--- src/core/dbs_pkg.sv ---
/*
 dbs_pkg: constants and state type for the dynamic bus width sizing unit.
 Assumes one clock domain; all bus pins are sampled on the rising edge.
*/
package dbs_pkg;
   // operand length codes on the core request port
   localparam logic [1:0] LEN_BYTE = 2'h0;
   localparam logic [1:0] LEN_WORD = 2'h1;
   localparam logic [1:0] LEN_DWORD = 2'h2;
   // lane masks, active high inside the unit
   localparam logic [3:0] MASK_BYTE = 4'h1;
   localparam logic [3:0] MASK_WORD = 4'h3;
   localparam logic [3:0] MASK_DWORD = 4'hf;
   localparam logic [3:0] LANES_UPPER = 4'hc;
   localparam logic [3:0] LANES_NONE = 4'h0;
   // reset values of the pins and of the wide registers, plus the dword step
   localparam logic [3:0] RST_LANES_N = 4'hf;
   localparam logic [29:0] RST_DWORD = 30'h0;
   localparam logic [31:0] RST_DATA = 32'h0;
   localparam logic [63:0] RST_WIDE = 64'h0;
   localparam logic [29:0] DWORD_STEP = 30'h1;
   // bus cycle states, gray along idle -> t1 -> t2
   typedef enum logic [1:0] {
      ST_IDLE = 2'h0,
      ST_T1 = 2'h1,
      ST_T2 = 2'h3
   } dbs_state_t;
endpackage

--- src/core/dbs_sizer.sv ---
/*
 dbs_sizer: splits core operand transfers into bus cycles on a 32-bit bus
 whose addressed port may be 16 bits wide, and steers data to the low half.
 Assumes the external decoder drives narrow_port_input_n and ready_n
 synchronously, and that the core holds its request until req_ready.
*/
`timescale 1ns/10ps
module dbs_sizer (
   input wire logic clk,                         // 100 MHz bus clock
   input wire logic rst_n,                       // async reset, active low
   input wire logic req_valid,                   // core transfer request
   input wire logic req_write,                   // 1 write, 0 read
   input wire logic [31:0] req_addr,             // operand byte address
   input wire logic [1:0] req_len,               // byte, word or dword
   input wire logic [31:0] req_wdata,            // operand, byte 0 in bits 7:0
   output logic req_ready,                       // one-cycle completion pulse
   output logic [31:0] req_rdata,                // read operand, valid with req_ready
   output logic bus_start_n,                     // new cycle address strobe
   output logic [29:0] dword_address_lines,      // dword address
   output logic [3:0] byte_lane_selects_n,       // lane enables, active low
   output logic write_read_indicator,            // 1 write cycle
   output logic [31:0] data_out,                 // data bus output side
   output logic data_oe,                         // data bus drive enable
   input wire logic [31:0] data_in,              // data bus input side
   input wire logic ready_n,                     // cycle acknowledge
   input wire logic narrow_port_input_n          // port is 16 bits wide
);
   dbs_pkg::dbs_state_t state, next_state;
   logic write, next_write;
   logic [1:0] offset, next_offset;
   logic [3:0] mask, next_mask;
   logic [3:0] lo_mask, next_lo_mask;
   logic [29:0] dword, next_dword;
   logic pending, next_pending;
   logic on_high, next_on_high;
   logic half2, next_half2;
   logic [63:0] wide, next_wide;
   logic [63:0] acc, next_acc;
   logic next_req_ready;
   logic [31:0] next_req_rdata;
   logic next_bus_start_n;
   logic [29:0] next_dword_address_lines;
   logic [3:0] next_byte_lane_selects_n;
   logic next_write_read_indicator;
   logic [31:0] next_data_out;
   logic next_data_oe;
   logic split;

   // lane mask of an operand length
   function automatic logic [3:0] len_mask(input logic [1:0] len);
      unique case (len)
         dbs_pkg::LEN_BYTE: len_mask = dbs_pkg::MASK_BYTE;
         dbs_pkg::LEN_WORD: len_mask = dbs_pkg::MASK_WORD;
         default: len_mask = dbs_pkg::MASK_DWORD;
      endcase
   endfunction

   // word driven on the pins for a given lane set
   function automatic logic [31:0] bus_word(input logic [31:0] lanes, input logic [3:0] m);
      // upper-only copy: 16-bit port finds data on its lines in one cycle
      if (m[1:0] == 2'h0) begin
         bus_word = {lanes[31:16], lanes[31:16]};
      end else begin
         bus_word = lanes;
      end
   endfunction

   // spanning with narrow port needs a second cycle; lower-only never splits
   assign split = !narrow_port_input_n && !half2 && (mask[1:0] != 2'h0)
                  && (mask[3:2] != 2'h0);

   // sequencing, steering and pin values
   always_comb begin
      logic [7:0] m8;
      logic [31:0] cap;
      logic launch;
      m8 = 8'h0;
      cap = on_high ? acc[63:32] : acc[31:0];
      launch = 1'b0;
      next_state = state;
      next_write = write;
      next_offset = offset;
      next_mask = mask;
      next_lo_mask = lo_mask;
      next_dword = dword;
      next_pending = pending;
      next_on_high = on_high;
      next_half2 = half2;
      next_wide = wide;
      next_acc = acc;
      next_req_ready = 1'b0;
      next_req_rdata = req_rdata;
      next_bus_start_n = 1'b1;
      next_dword_address_lines = dword_address_lines;
      next_byte_lane_selects_n = byte_lane_selects_n;
      next_write_read_indicator = write_read_indicator;
      next_data_out = data_out;
      next_data_oe = data_oe;
      unique case (state)
         dbs_pkg::ST_IDLE: begin
            if (req_valid && !req_ready) begin
               m8 = {4'h0, len_mask(req_len)} << req_addr[1:0];
               next_write = req_write;
               next_offset = req_addr[1:0];
               next_lo_mask = m8[3:0];
               // operand byte i lands on lane (address + i)
               next_wide = {32'h0, req_wdata} << {req_addr[1:0], 3'h0};
               next_acc = dbs_pkg::RST_WIDE;
               next_half2 = 1'b0;
               // misaligned operand: next dword (high bytes) goes first
               if (m8[7:4] != dbs_pkg::LANES_NONE) begin
                  next_pending = 1'b1;
                  next_on_high = 1'b1;
                  next_mask = m8[7:4];
                  next_dword = req_addr[31:2] + dbs_pkg::DWORD_STEP;
               end else begin
                  next_pending = 1'b0;
                  next_on_high = 1'b0;
                  next_mask = m8[3:0];
                  next_dword = req_addr[31:2];
               end
               launch = 1'b1;
            end
         end
         dbs_pkg::ST_T1: begin
            next_state = dbs_pkg::ST_T2;
         end
         dbs_pkg::ST_T2: begin
            if (!ready_n) begin
               // narrow input sampled at each cycle end
               for (int i = 0; i < 4; i++) begin
                  if (mask[i]) begin
                     if (i < 2 || narrow_port_input_n) begin
                        cap[i*8 +: 8] = data_in[i*8 +: 8];
                     // narrow upper-only read: lanes 2/3 come from lower half
                     end else if (mask[1:0] == 2'h0) begin
                        // odd/even lane pick keeps the index in range for every i
                        cap[i*8 +: 8] = data_in[(i & 1)*8 +: 8];
                     end
                     // narrow spanning read: upper half left for second cycle
                  end
               end
               if (on_high) begin
                  next_acc[63:32] = cap;
               end else begin
                  next_acc[31:0] = cap;
               end
               // narrow port: split, then further pieces as needed
               if (split) begin
                  // second half: upper lanes only, low lanes negated
                  next_half2 = 1'b1;
                  next_mask = mask & dbs_pkg::LANES_UPPER;
                  launch = 1'b1;
               end else if (pending) begin
                  next_pending = 1'b0;
                  next_on_high = 1'b0;
                  next_half2 = 1'b0;
                  next_mask = lo_mask;
                  next_dword = dword - dbs_pkg::DWORD_STEP;
                  launch = 1'b1;
               end else begin
                  next_state = dbs_pkg::ST_IDLE;
                  next_req_ready = 1'b1;
                  next_req_rdata = 32'(next_acc >> {offset, 3'h0});
                  next_byte_lane_selects_n = dbs_pkg::RST_LANES_N;
                  next_data_oe = 1'b0;
               end
            end
         end
         default: begin
            next_state = dbs_pkg::ST_IDLE;
         end
      endcase
      // every piece is a fresh cycle started after the last one ended
      if (launch) begin
         next_state = dbs_pkg::ST_T1;
         next_bus_start_n = 1'b0;
         next_dword_address_lines = next_dword;
         // masks come from contiguous shifts, never empty
         next_byte_lane_selects_n = ~next_mask;
         next_write_read_indicator = next_write;
         next_data_oe = next_write;
         // first split write drives all four bytes; second copies
         next_data_out = bus_word(next_on_high ? next_wide[63:32] : next_wide[31:0],
                                  next_mask);
      end
   end

   // state and pin registers
   always_ff @(posedge clk or negedge rst_n) begin
      if (!rst_n) begin
         state <= dbs_pkg::ST_IDLE;
         write <= 1'b0;
         offset <= 2'h0;
         mask <= dbs_pkg::LANES_NONE;
         lo_mask <= dbs_pkg::LANES_NONE;
         dword <= dbs_pkg::RST_DWORD;
         pending <= 1'b0;
         on_high <= 1'b0;
         half2 <= 1'b0;
         wide <= dbs_pkg::RST_WIDE;
         acc <= dbs_pkg::RST_WIDE;
         req_ready <= 1'b0;
         req_rdata <= dbs_pkg::RST_DATA;
         bus_start_n <= 1'b1;
         dword_address_lines <= dbs_pkg::RST_DWORD;
         byte_lane_selects_n <= dbs_pkg::RST_LANES_N;
         write_read_indicator <= 1'b0;
         data_out <= dbs_pkg::RST_DATA;
         data_oe <= 1'b0;
      end else begin
         state <= next_state;
         write <= next_write;
         offset <= next_offset;
         mask <= next_mask;
         lo_mask <= next_lo_mask;
         dword <= next_dword;
         pending <= next_pending;
         on_high <= next_on_high;
         half2 <= next_half2;
         wide <= next_wide;
         acc <= next_acc;
         req_ready <= next_req_ready;
         req_rdata <= next_req_rdata;
         bus_start_n <= next_bus_start_n;
         dword_address_lines <= next_dword_address_lines;
         byte_lane_selects_n <= next_byte_lane_selects_n;
         write_read_indicator <= next_write_read_indicator;
         data_out <= next_data_out;
         data_oe <= next_data_oe;
      end
   end
endmodule // dbs_sizer

--- config.mk ---
export PLATFORM = sky130hd
export DESIGN_NAME = dbs_sizer
export DESIGN_NICKNAME = d
export VERILOG_FILES = /design/src/core/dbs_pkg.sv /design/src/core/dbs_sizer.sv
export SDC_FILE = /design/constraint.sdc
export NUM_CORES = 1
export LEC_CHECK = 0
export ABC_AREA = 1
export BUFFER_PORTS_ARGS = -buffer_cell sky130_fd_sc_hd__buf_2
export CAP_MARGIN = 0
export CORE_ASPECT_RATIO = 2
export CORE_MARGIN = 1.5
export CORE_UTILIZATION = 25
export CTS_BUF_LIST = sky130_fd_sc_hd__clkbuf_2 sky130_fd_sc_hd__clkbuf_4 sky130_fd_sc_hd__clkbuf_8
export DETAILED_ROUTE_END_ITERATION = 10
export MAX_ROUTING_LAYER = met4
export SYNTH_ARGS = -nofsm -noshare
export SYNTH_HDL_FRONTEND = slang
export SYNTH_SLANG_ARGS = --single-unit
--- constraint.sdc ---
create_clock -name clk -period 2.5 [get_ports clk]
set_clock_uncertainty 0.1 [all_clocks]
set_input_delay 0.25 -clock clk [delete_from_list [all_inputs] [get_ports clk]]
set_output_delay 0.25 -clock clk [all_outputs]
set_load 0.05 [all_outputs]
== After elaboration in Yosys (flattened, before gate mapping) ==
Index checks and enable logic that the tools add are counted.
Word-level totals
  logic and storage cells: 144
  bits of input ports: 104
  bits in registers: 276
Operators by class
  add/subtract/negate cells: 2
  shift-type cells: 3
  eq/ne operators: 14
  bitwise logic cells: 4
  reductions and logical operators: 23
  muxes and demuxes: 79
Operators by type and width (number)
  $mux W32: 8
  $mux W64: 4
  $mux W30: 5
  $pmux W64 S2: 1
  $mux W8: 8
  $shl A32 B5 Y64: 1
  $shr A64 B5 Y32: 1
  $pmux W30 S2: 1
  $mux W4: 12
  $add A30 B1 Y30 const B: 1
  $sub A30 B1 Y30 const B: 1
  $mux W1: 28
  $reduce_and A4 Y1: 5
  $mux W16: 1
  $pmux W4 S2: 2
  $ne A3 B3 Y1 const B: 4
  $logic_not A2 Y1: 4
  $mux W2: 4
  $ne A2 B2 Y1 const B: 4
  $pmux W1 S2: 4
  $reduce_bool A2 Y1: 4
  $shl A4 B2 Y8: 1
  $ne A2 B1 Y1 const B: 3
  $pmux W2 S3: 1
  9 further kinds: 17

== Depth between registers and ports, before layout ==
Gate-level depths: netlist (run 1).
  word-level depth: 11
  gate-level depth with buffers: 16

== Worst setup path after synthesis (run 1) ==
OpenSTA, ideal clock, no wires.
  kind: register -> register
  start: register req_ready
  end: register data_out[15]
  library setup time: 0.118 ns
  data arrival time: 1.916 ns
  path buffers: 1
  setup slack: 0.366 ns
  required time: 2.282 ns
  stages on the path, launching flop included: 13
  cells stage by stage: dfrtp_1 inv_1 nand2_1 nor2_8 nand2_4 clkbuf_1 nor2_1 nor3_1 nand2_1 o21ai_2 nand2_1 nand3_1 nand2_1
Between the ends
  longest elaborated chain between the ends: 6
  elaborated cells on any way between the ends: 13
  those cells by class: mux: 10; reduce/logical: 3
Ends and longest elaborated chain
  start, declared: line dbs_sizer.sv:16  | output logic req_ready,
  start signal, assigned: line dbs_sizer.sv:223  | req_ready <= next_req_ready;
  $logic_not A1 Y1 *: line dbs_sizer.sv:101  | if (req_valid && !req_ready) begin
  $logic_and A1 B1 Y1 *: line dbs_sizer.sv:101
  $mux W1 (tied with other cells): line dbs_sizer.sv:101
  $pmux W1 S2 (tied with other cells): line dbs_sizer.sv:99  | unique case (state)
  $mux W32 / $logic_not A2 Y1 (equally long branches): line dbs_sizer.sv:184, dbs_sizer.sv:61
  $mux W16: line dbs_sizer.sv:61  | if (m[1:0] == 2'h0) begin
  end signal, assigned: line dbs_sizer.sv:209  | data_out <= dbs_pkg::RST_DATA;
  end signal, assigned: line dbs_sizer.sv:229  | data_out <= next_data_out;
  end, declared: line dbs_sizer.sv:22  | output logic [31:0] data_out,
Mark *: on every way between the ends. The rest lies on a longest branch, timed or not.
A chain may end at the register's enable or synchronous reset.

== Worst setup path in the final report (run 1) ==
  start: register state[0]
  end: register state[0]
Between the ends
  longest elaborated chain between the ends: 4
  elaborated cells on any way between the ends: 11
  those cells by class: eq/ne: 6; mux: 3; reduce/logical: 2
Ends and longest elaborated chain
  start, declared: line dbs_sizer.sv:28  | dbs_pkg::dbs_state_t state, next_state;
  start signal, assigned: line dbs_sizer.sv:192  | state <= dbs_pkg::ST_IDLE;
  start signal, assigned: line dbs_sizer.sv:212  | state <= next_state;
  $eq A2 B2 Y1 / $logic_not A2 Y1 (equally long branches): line dbs_sizer.sv:99
  $pmux W1 S2: line dbs_sizer.sv:99
  $ne A3 B3 Y1 (no source line) / $ne A2 B2 Y1 (equally long branches)
  $reduce_and A4 Y1 (no source line)
Several ways; a longest one is shown, not always the timed one.

==> reports/metrics.cfg, run 1 <==
[status]
status=complete, no violations

[clock_tree]
clk_pin_slew_ps=60
cts_buffers=45
clock_latency_ps=640
root_buffer=clkbuf_8
max-clock-path-buffers=3
cts_tree=yes
cts_sinks=276
h-tree-depth=2

[worst_setup_path]
cp-start-kind=flop
crit_required_ps=2890
end_kind=flop
arrival_ps=2760
worstSetupEndpoint=state[0]$_DFFE_PN0P_
worstSetupPathType=flop to flop
r2r_start=state[0]$_DFFE_PN0P_
timing.rr.end=state[0]$_DFFE_PN0P_
r2r_slack_ps=130
startpoint=state[0]$_DFFE_PN0P_
reg2reg_depth=11
path_max_fanout=24

[logic_synthesis]
yosysTopAreaCell=dfrtp_1
synth_nets=2487
syn_avg_cell_area_um2=6.83
syn_area_um2=16200
ys_ff_latch=276
syn_inst=2378
async_flop_share=1.00
yosysMostFrequentCell=nand2_1
ys.flop_type=dfrtp_1
ys_types=49
synth_area_leaders=dfrtp_1 42%, nand2_1 21%, nand3_1 6.8%
synth_edf_count=0
seq_area_frac_synth=0.426
yosysWarnings=0
netlist_top_cells_count=908 x nand2_1, 271 x dfrtp_1, 219 x nand3_1
synth.top_cell.area_share=0.418

[sta]
min_period_over_period=0.950
slew_headroom=0.461
setup_viol=0
period_needed_ps=2370
hold_viol=0
slew_violations=0
worst_pin_slew_ps=806
whs_ps=39.6
fmax_mhz=421
setup_slack_ps=125

[detailed_routing]
dr.pass1.iters=5
vias_per_cell=4.70
route.detailed.drc=0
wl_per_cell_um=17.7
first_iter_violations=1012
via_count=16900
wirelength_um=63400
antenna_left=0

[floorplan]
core-area_um2=64600
die_area_um2=66600
die_w_um=183
io_pins=206
start_util=0.251
die_h_um=363
fp-row-count=132

[cells_and_area]
areaGrowthSynthToFinish_pct=26.6
nNetsFinal=2785
drive_gt1_frac=0.167
fin_area_um2=20600

[job]
maxCapViolCount=0

[placement]
routabilityCongestion=0.978
place_worst_setup_slack_ps=98.4
dpl_cell_area_um2=18800
hpwl_um=48000
portBuffers=205

[power]
p_per_area_nw_per_um2=1350
p_leak_nw=10.7
ir_worst_vdd_uv=838
power_mw=27.7

[grt]
overflow=0
antenna_found_initial=3
grt_pass1_wl_um=97500
grt_pass1_vias=16800
grt_max_degree=69
grt_use_total=0.197

[min_path]
hold_class=input pin to flop

per-layer routing:
metal,part of all wire,up-vias,global-route usage
met5,0,-,-
met4,0.063,0,0.117
met3,0.050,164,0.0226
met2,0.52,571,0.355
met1,0.37,7867,0.206
li1,-,8253,-
cells by family (layout without fill, tap and decap cells):
| group | count (synthesis) | after routing | synth area share |
|---|---|---|---|
| xor gates and xnor gates | 4 | 4 | 0.00216 |
| other | 0 | 6 | 0 |
| AOI/OAI and AO/OA | 373 | 373 | 0.132 |
| adders and majority gates | 5 | 5 | 0.00385 |
| DFF | 276 | 276 | 0.426 |
| muxes | 4 | 4 | 0.00247 |
| and+or+nand+nor | 1371 | 1371 | 0.350 |
| buffers and inverters | 345 | 674 | 0.0843 |
repair_timing:
| action | in CTS | in global routing |
|---|---|---|
| setup endpoints to repair | 0 | 15 |
| buffers inserted | 0 | 4 |
| hold buffers | 63 | 0 |
| endpoints found under the hold margin | 342 | 0 |
| resized for setup | 0 | 14 |
report_power, final:
part           internal [mW]  switching, mW
clock network           2.58           2.07
logic                   4.82           11.2
registers               6.05          0.957
sequential cells by signal, indices dropped and copies added (netlist names), 2 cells and up:
signal               count
acc                     64
wide                    64
data_out                32
req_rdata               32
dword                   30
dword_address_lines     30
byte_lane_selects_n      4
lo_mask                  4
mask                     4
offset                   2
state                    2
critical path: stages (launching register included):
cell	delay, ps
dfrtp_1	380
inv_1	70
ha_1	340
buf_4	310
nor2_1	110
nand3_1	120
nand2_2	100
inv_2	100
buf_4	250
o31ai_1	170
o21ai_0	100
o21ai_1	80
final cells by class:
type | instances | area, µm²
Clock inverter | 13 | 200
Antenna cell | 6 | 15.0
Clock buffer | 65 | 832
Fill cell | 7091 | 44000
Inverter | 230 | 870
Multi-Input combinational cell | 1757 | 7990
Sequential cell | 276 | 6910
Tap cell | 871 | 1090
Timing Repair Buffer | 366 | 2650
layout by cell type, fill, tap and decap left out, drive strengths merged, types with 3 or more instances in the layout:
cell / netlist / final
a21boi: 11 / 11
a21oi: 27 / 27
a22o: 7 / 7
a31oi: 6 / 6
and2: 3 / 3
buf: 52 / 301
bufinv: 0 / 4
clkbuf: 63 / 67
clkinv: 2 / 7
dfrtp: 271 / 271
dfstp: 5 / 5
diode: 0 / 6
dlygate4sd3: 0 / 63
ha: 5 / 5
inv: 228 / 230
mux2i: 4 / 4
nand2: 917 / 917
nand3: 220 / 220
nand4: 22 / 22
nor2: 169 / 169
nor3: 19 / 19
o211ai: 30 / 30
o21a: 12 / 12
o21ai: 239 / 239
o21bai: 9 / 9
o22ai: 25 / 25
or2: 19 / 19
xor2: 4 / 4
how the worst min path moves through the flow:
| stage | startpoint | endpoint | slack, ps | depth (start not counted) |
|---|---|---|---|---|
| after global placement | rst_n | req_rdata[18]$_DFFE_PN0P_ | 50 | 1 |
| final | req_wdata[18] | wide[42]$_DFF_PN0_ | 40 | 5 |
| after global routing | req_wdata[13] | wide[13]$_DFF_PN0_ | 40 | 4 |
| after detailed placement | rst_n | req_rdata[18]$_DFFE_PN0P_ | 50 | 1 |
| after floorplan | rst_n | acc[0]$_DFFE_PN0P_ | -150 | 0 |
| after CTS | req_addr[31] | dword[29]$_DFF_PN0_ | 2 | 6 |
stage by stage:
stage                util  instances  setup TNS [ps]
floorplan               -       2378               0
global placement    0.291       3433               0
detailed placement  0.291       3433               0
CTS                 0.317       3574               0
global route        0.318       3581          -0.427
finish              0.318       3584               0
Note: power is estimated with default switching activity, not from simulation.
==> run 2: changes to the inputs <==
--- a/config.mk
+++ b/config.mk
@@ -5,7 +5,6 @@
 export SDC_FILE = /design/constraint.sdc
 export NUM_CORES = 1
 export LEC_CHECK = 0
-export ABC_AREA = 1
 export BUFFER_PORTS_ARGS = -buffer_cell sky130_fd_sc_hd__buf_2
 export CAP_MARGIN = 0
 export CORE_ASPECT_RATIO = 2
==> reports/metrics.cfg, run 2 <==
[detailed_routing]
antenna_left=0  ; unchanged
wl_per_cell_um=20.0  ; +13%
dr.pass1.iters=6  ; +1
route.detailed.drc=0  ; unchanged
via_count=12800  ; -24%
first_iter_violations=833  ; -18%
vias_per_cell=4.90  ; +4.1%
wirelength_um=52400  ; -17%

[grt]
grt_use_total=0.183  ; -0.0145
grt_pass1_wl_um=78300  ; -20%
overflow=0  ; unchanged
antenna_found_initial=8  ; +5
grt_max_degree=95  ; +38%
grt_pass1_vias=13100  ; -22%

[cells_and_area]
regMostFlops=wide
drive_gt1_frac=0.327  ; +0.160
layout_commonest_cell=dfrtp_1
top_regs=wide: 64 flops, acc: 56 flops
layout_common_cells=262 x dfrtp_1, 204 x buf_2, 162 x nand2_1
nNetsFinal=1934  ; -31%
instances_no_fill=2613  ; -27%
fin_area_um2=19100  ; -7.2%
largest_reg_flops=64
fillers=5793  ; -18%
areaGrowthSynthToFinish_pct=34.1

[clock_tree]
cts_tree=yes
max-clock-path-buffers=3  ; unchanged
root_buffer=clkbuf_8
clk_pin_slew_ps=60  ; about the same
cts_sinks=268  ; -2.9%
clock_latency_ps=580  ; -60 ps
cts_buffers=43  ; -4.4%
h-tree-depth=2  ; unchanged

[worst_setup_path]
cp-start-kind=flop
worstSetupPathType=flop to flop
crit_required_ps=2860  ; -30 ps
path_max_fanout=3  ; -88%
arrival_ps=3010  ; +250 ps
end_kind=flop

[sta]
setup_viol=10  ; +10
hold_viol=0  ; unchanged
fmax_mhz=377  ; -10%
setup_slack_ps=-152  ; -277 ps
worst_pin_slew_ps=604  ; -202 ps
slew_headroom=0.597  ; +0.137
rsz0062_at_grt=yes
slew_violations=0  ; unchanged
min_period_over_period=1.06  ; +0.111
period_needed_ps=2650  ; +277 ps

[status]
status=finished, violations left
violations=negative setup slack

[logic_synthesis]
synth_compound_area_frac=0.186  ; +0.0544
yosysTopAreaCell=dfrtp_1
netlist_top_cells_count=263 x dfrtp_1, 164 x nand2_1, 152 x nor2_1
syn_area_um2=14200  ; -12%
synth_edf_count=0  ; unchanged
seq_area_frac_synth=0.472  ; +0.0464
synth-xor-area-share=0.0203  ; +0.0182
synth_nets=1558  ; -37%
synth-simple-area-share=0.152  ; -0.198
ys.flop_type=dfrtp_1
synth.top_cell.area_share=0.463  ; +0.0452
yosys.area_share.adder=0.00440  ; +0.000547
async_flop_share=1.00  ; unchanged
syn_avg_cell_area_um2=9.81  ; +44%
synth_area_leaders=dfrtp_1 46%, mux2i_1 5.6%, nand2_1 4.3%
ys_types=72  ; +47%
yosysWarnings=0  ; unchanged
synth_top_family_by_area=compound AO/OA/AOI/OAI gates
synthMuxAreaShare=0.131  ; +0.128
ys_ff_latch=268  ; -2.9%
syn_inst=1449  ; -39%
yosysMostFrequentCell=dfrtp_1

[placement]
place_inst=2480  ; -28%
dpl_cell_area_um2=17300  ; -8.0%
hpwl_um=39800  ; -17%
routabilityCongestion=0.915  ; -6.4%
portBuffers=205  ; unchanged

[power]
p_leak_nw=8.64  ; -19%
ir_worst_vdd_uv=878  ; +4.8%
p_per_area_nw_per_um2=1330  ; -1.5%

[floorplan]
io_pins=206  ; unchanged
die_h_um=340  ; -6.4%
die_w_um=172  ; -6.3%
start_util=0.253  ; +0.00169
core-area_um2=56200  ; -13%
fp-row-count=123  ; -6.8%
die_area_um2=58400  ; -12%

[min_path]
hold_class=input pin to flop

[job]
maxCapViolCount=0  ; unchanged

## run 2: area by class of cell
type	count	area (µm²)	area share
antenna	8	20.0	0.00105
sequential	268	6710	0.352
clock inverter	7	118	0.00617
tap	750	938	0.0492
multi-input combinational	1058	7240	0.380
inverter	25	96.3	0.00505
clock buffer	68	873	0.0458
timing repair buffer	429	3070	0.161
## run 2: path summary, 6_finish.rpt
path,slack (ps),cells after the start,endpoint,startpoint
max,-150,7,dword_address_lines[22]$_DFFE_PN0P_,dword[7]$_DFF_PN0_
min,30,3,dword[12]$_DFF_PN0_,req_addr[14]
max reg2reg,-150,7,dword_address_lines[22]$_DFFE_PN0P_,dword[7]$_DFF_PN0_
min reg2reg,370,1,wide[59]$_DFF_PN0_,wide[59]$_DFF_PN0_
max in group asynchronous,1330,3,acc[20]$_DFFE_PN0P_,rst_n
min in group asynchronous,120,2,dword_address_lines[18]$_DFFE_PN0P_,rst_n
## run 2: where the power goes
part	switching (mW)	internal, mW	total, mW
Clock	1.87	2.53	4.39
Sequential	0.866	5.92	6.79
Combinational	8.99	5.11	14.1
Total	11.7	13.6	25.3
## run 2: kinds of logic (layout without fill, tap and decap cells)
group,count (synthesis),count (layout)
AND/OR/NAND/NOR,466,466
AO/OA/AOI/OAI,406,406
flip-flops,268,268
multiplexers,148,148
buffers and inverters,123,529
XOR/XNOR,33,33
adder cells (fa/ha/maj),5,5
other,0,8
## run 2: timing repair
action,in CTS,in global routing
hold buffers,38,0
resized for setup,29,36
pin swaps,11,35
buffers inserted,9,3
hold endpoints to repair,133,0
setup endpoints to repair,58,101
gates cloned,0,2
## run 2: per-stage QoR
step / hold slack (ps) / setup TNS, ps / power (mW) / util / setup WS, ps
finish: 27.4 / -839 / 25.3 / 0.339 / -152
CTS: 5.08 / -693 / 25.1 / 0.336 / -154
global route: 35.9 / -2500 / 26.8 / 0.339 / -260
global placement: 154 / -1870 / 20.1 / 0.308 / -334
detailed placement: 160 / -3190 / 20.3 / 0.308 / -339
floorplan: -146 / -220 / 15.2 / - / -206
## run 2: routing by layer
layer / GRT usage / part of all wire
met5: - / 0
met1: 0.183 / 0.36
met3: 0.0309 / 0.049
met4: 0.106 / 0.061
met2: 0.328 / 0.53
## run 2: critical path, cell delays in order (launching register included)
cell and delay [ps]:
dfrtp_1 370, or4_4 560, nor3b_4 310, nand4_2 150, nor3_2 160, mux2_4 320
a221o_1 320, mux2_4 260
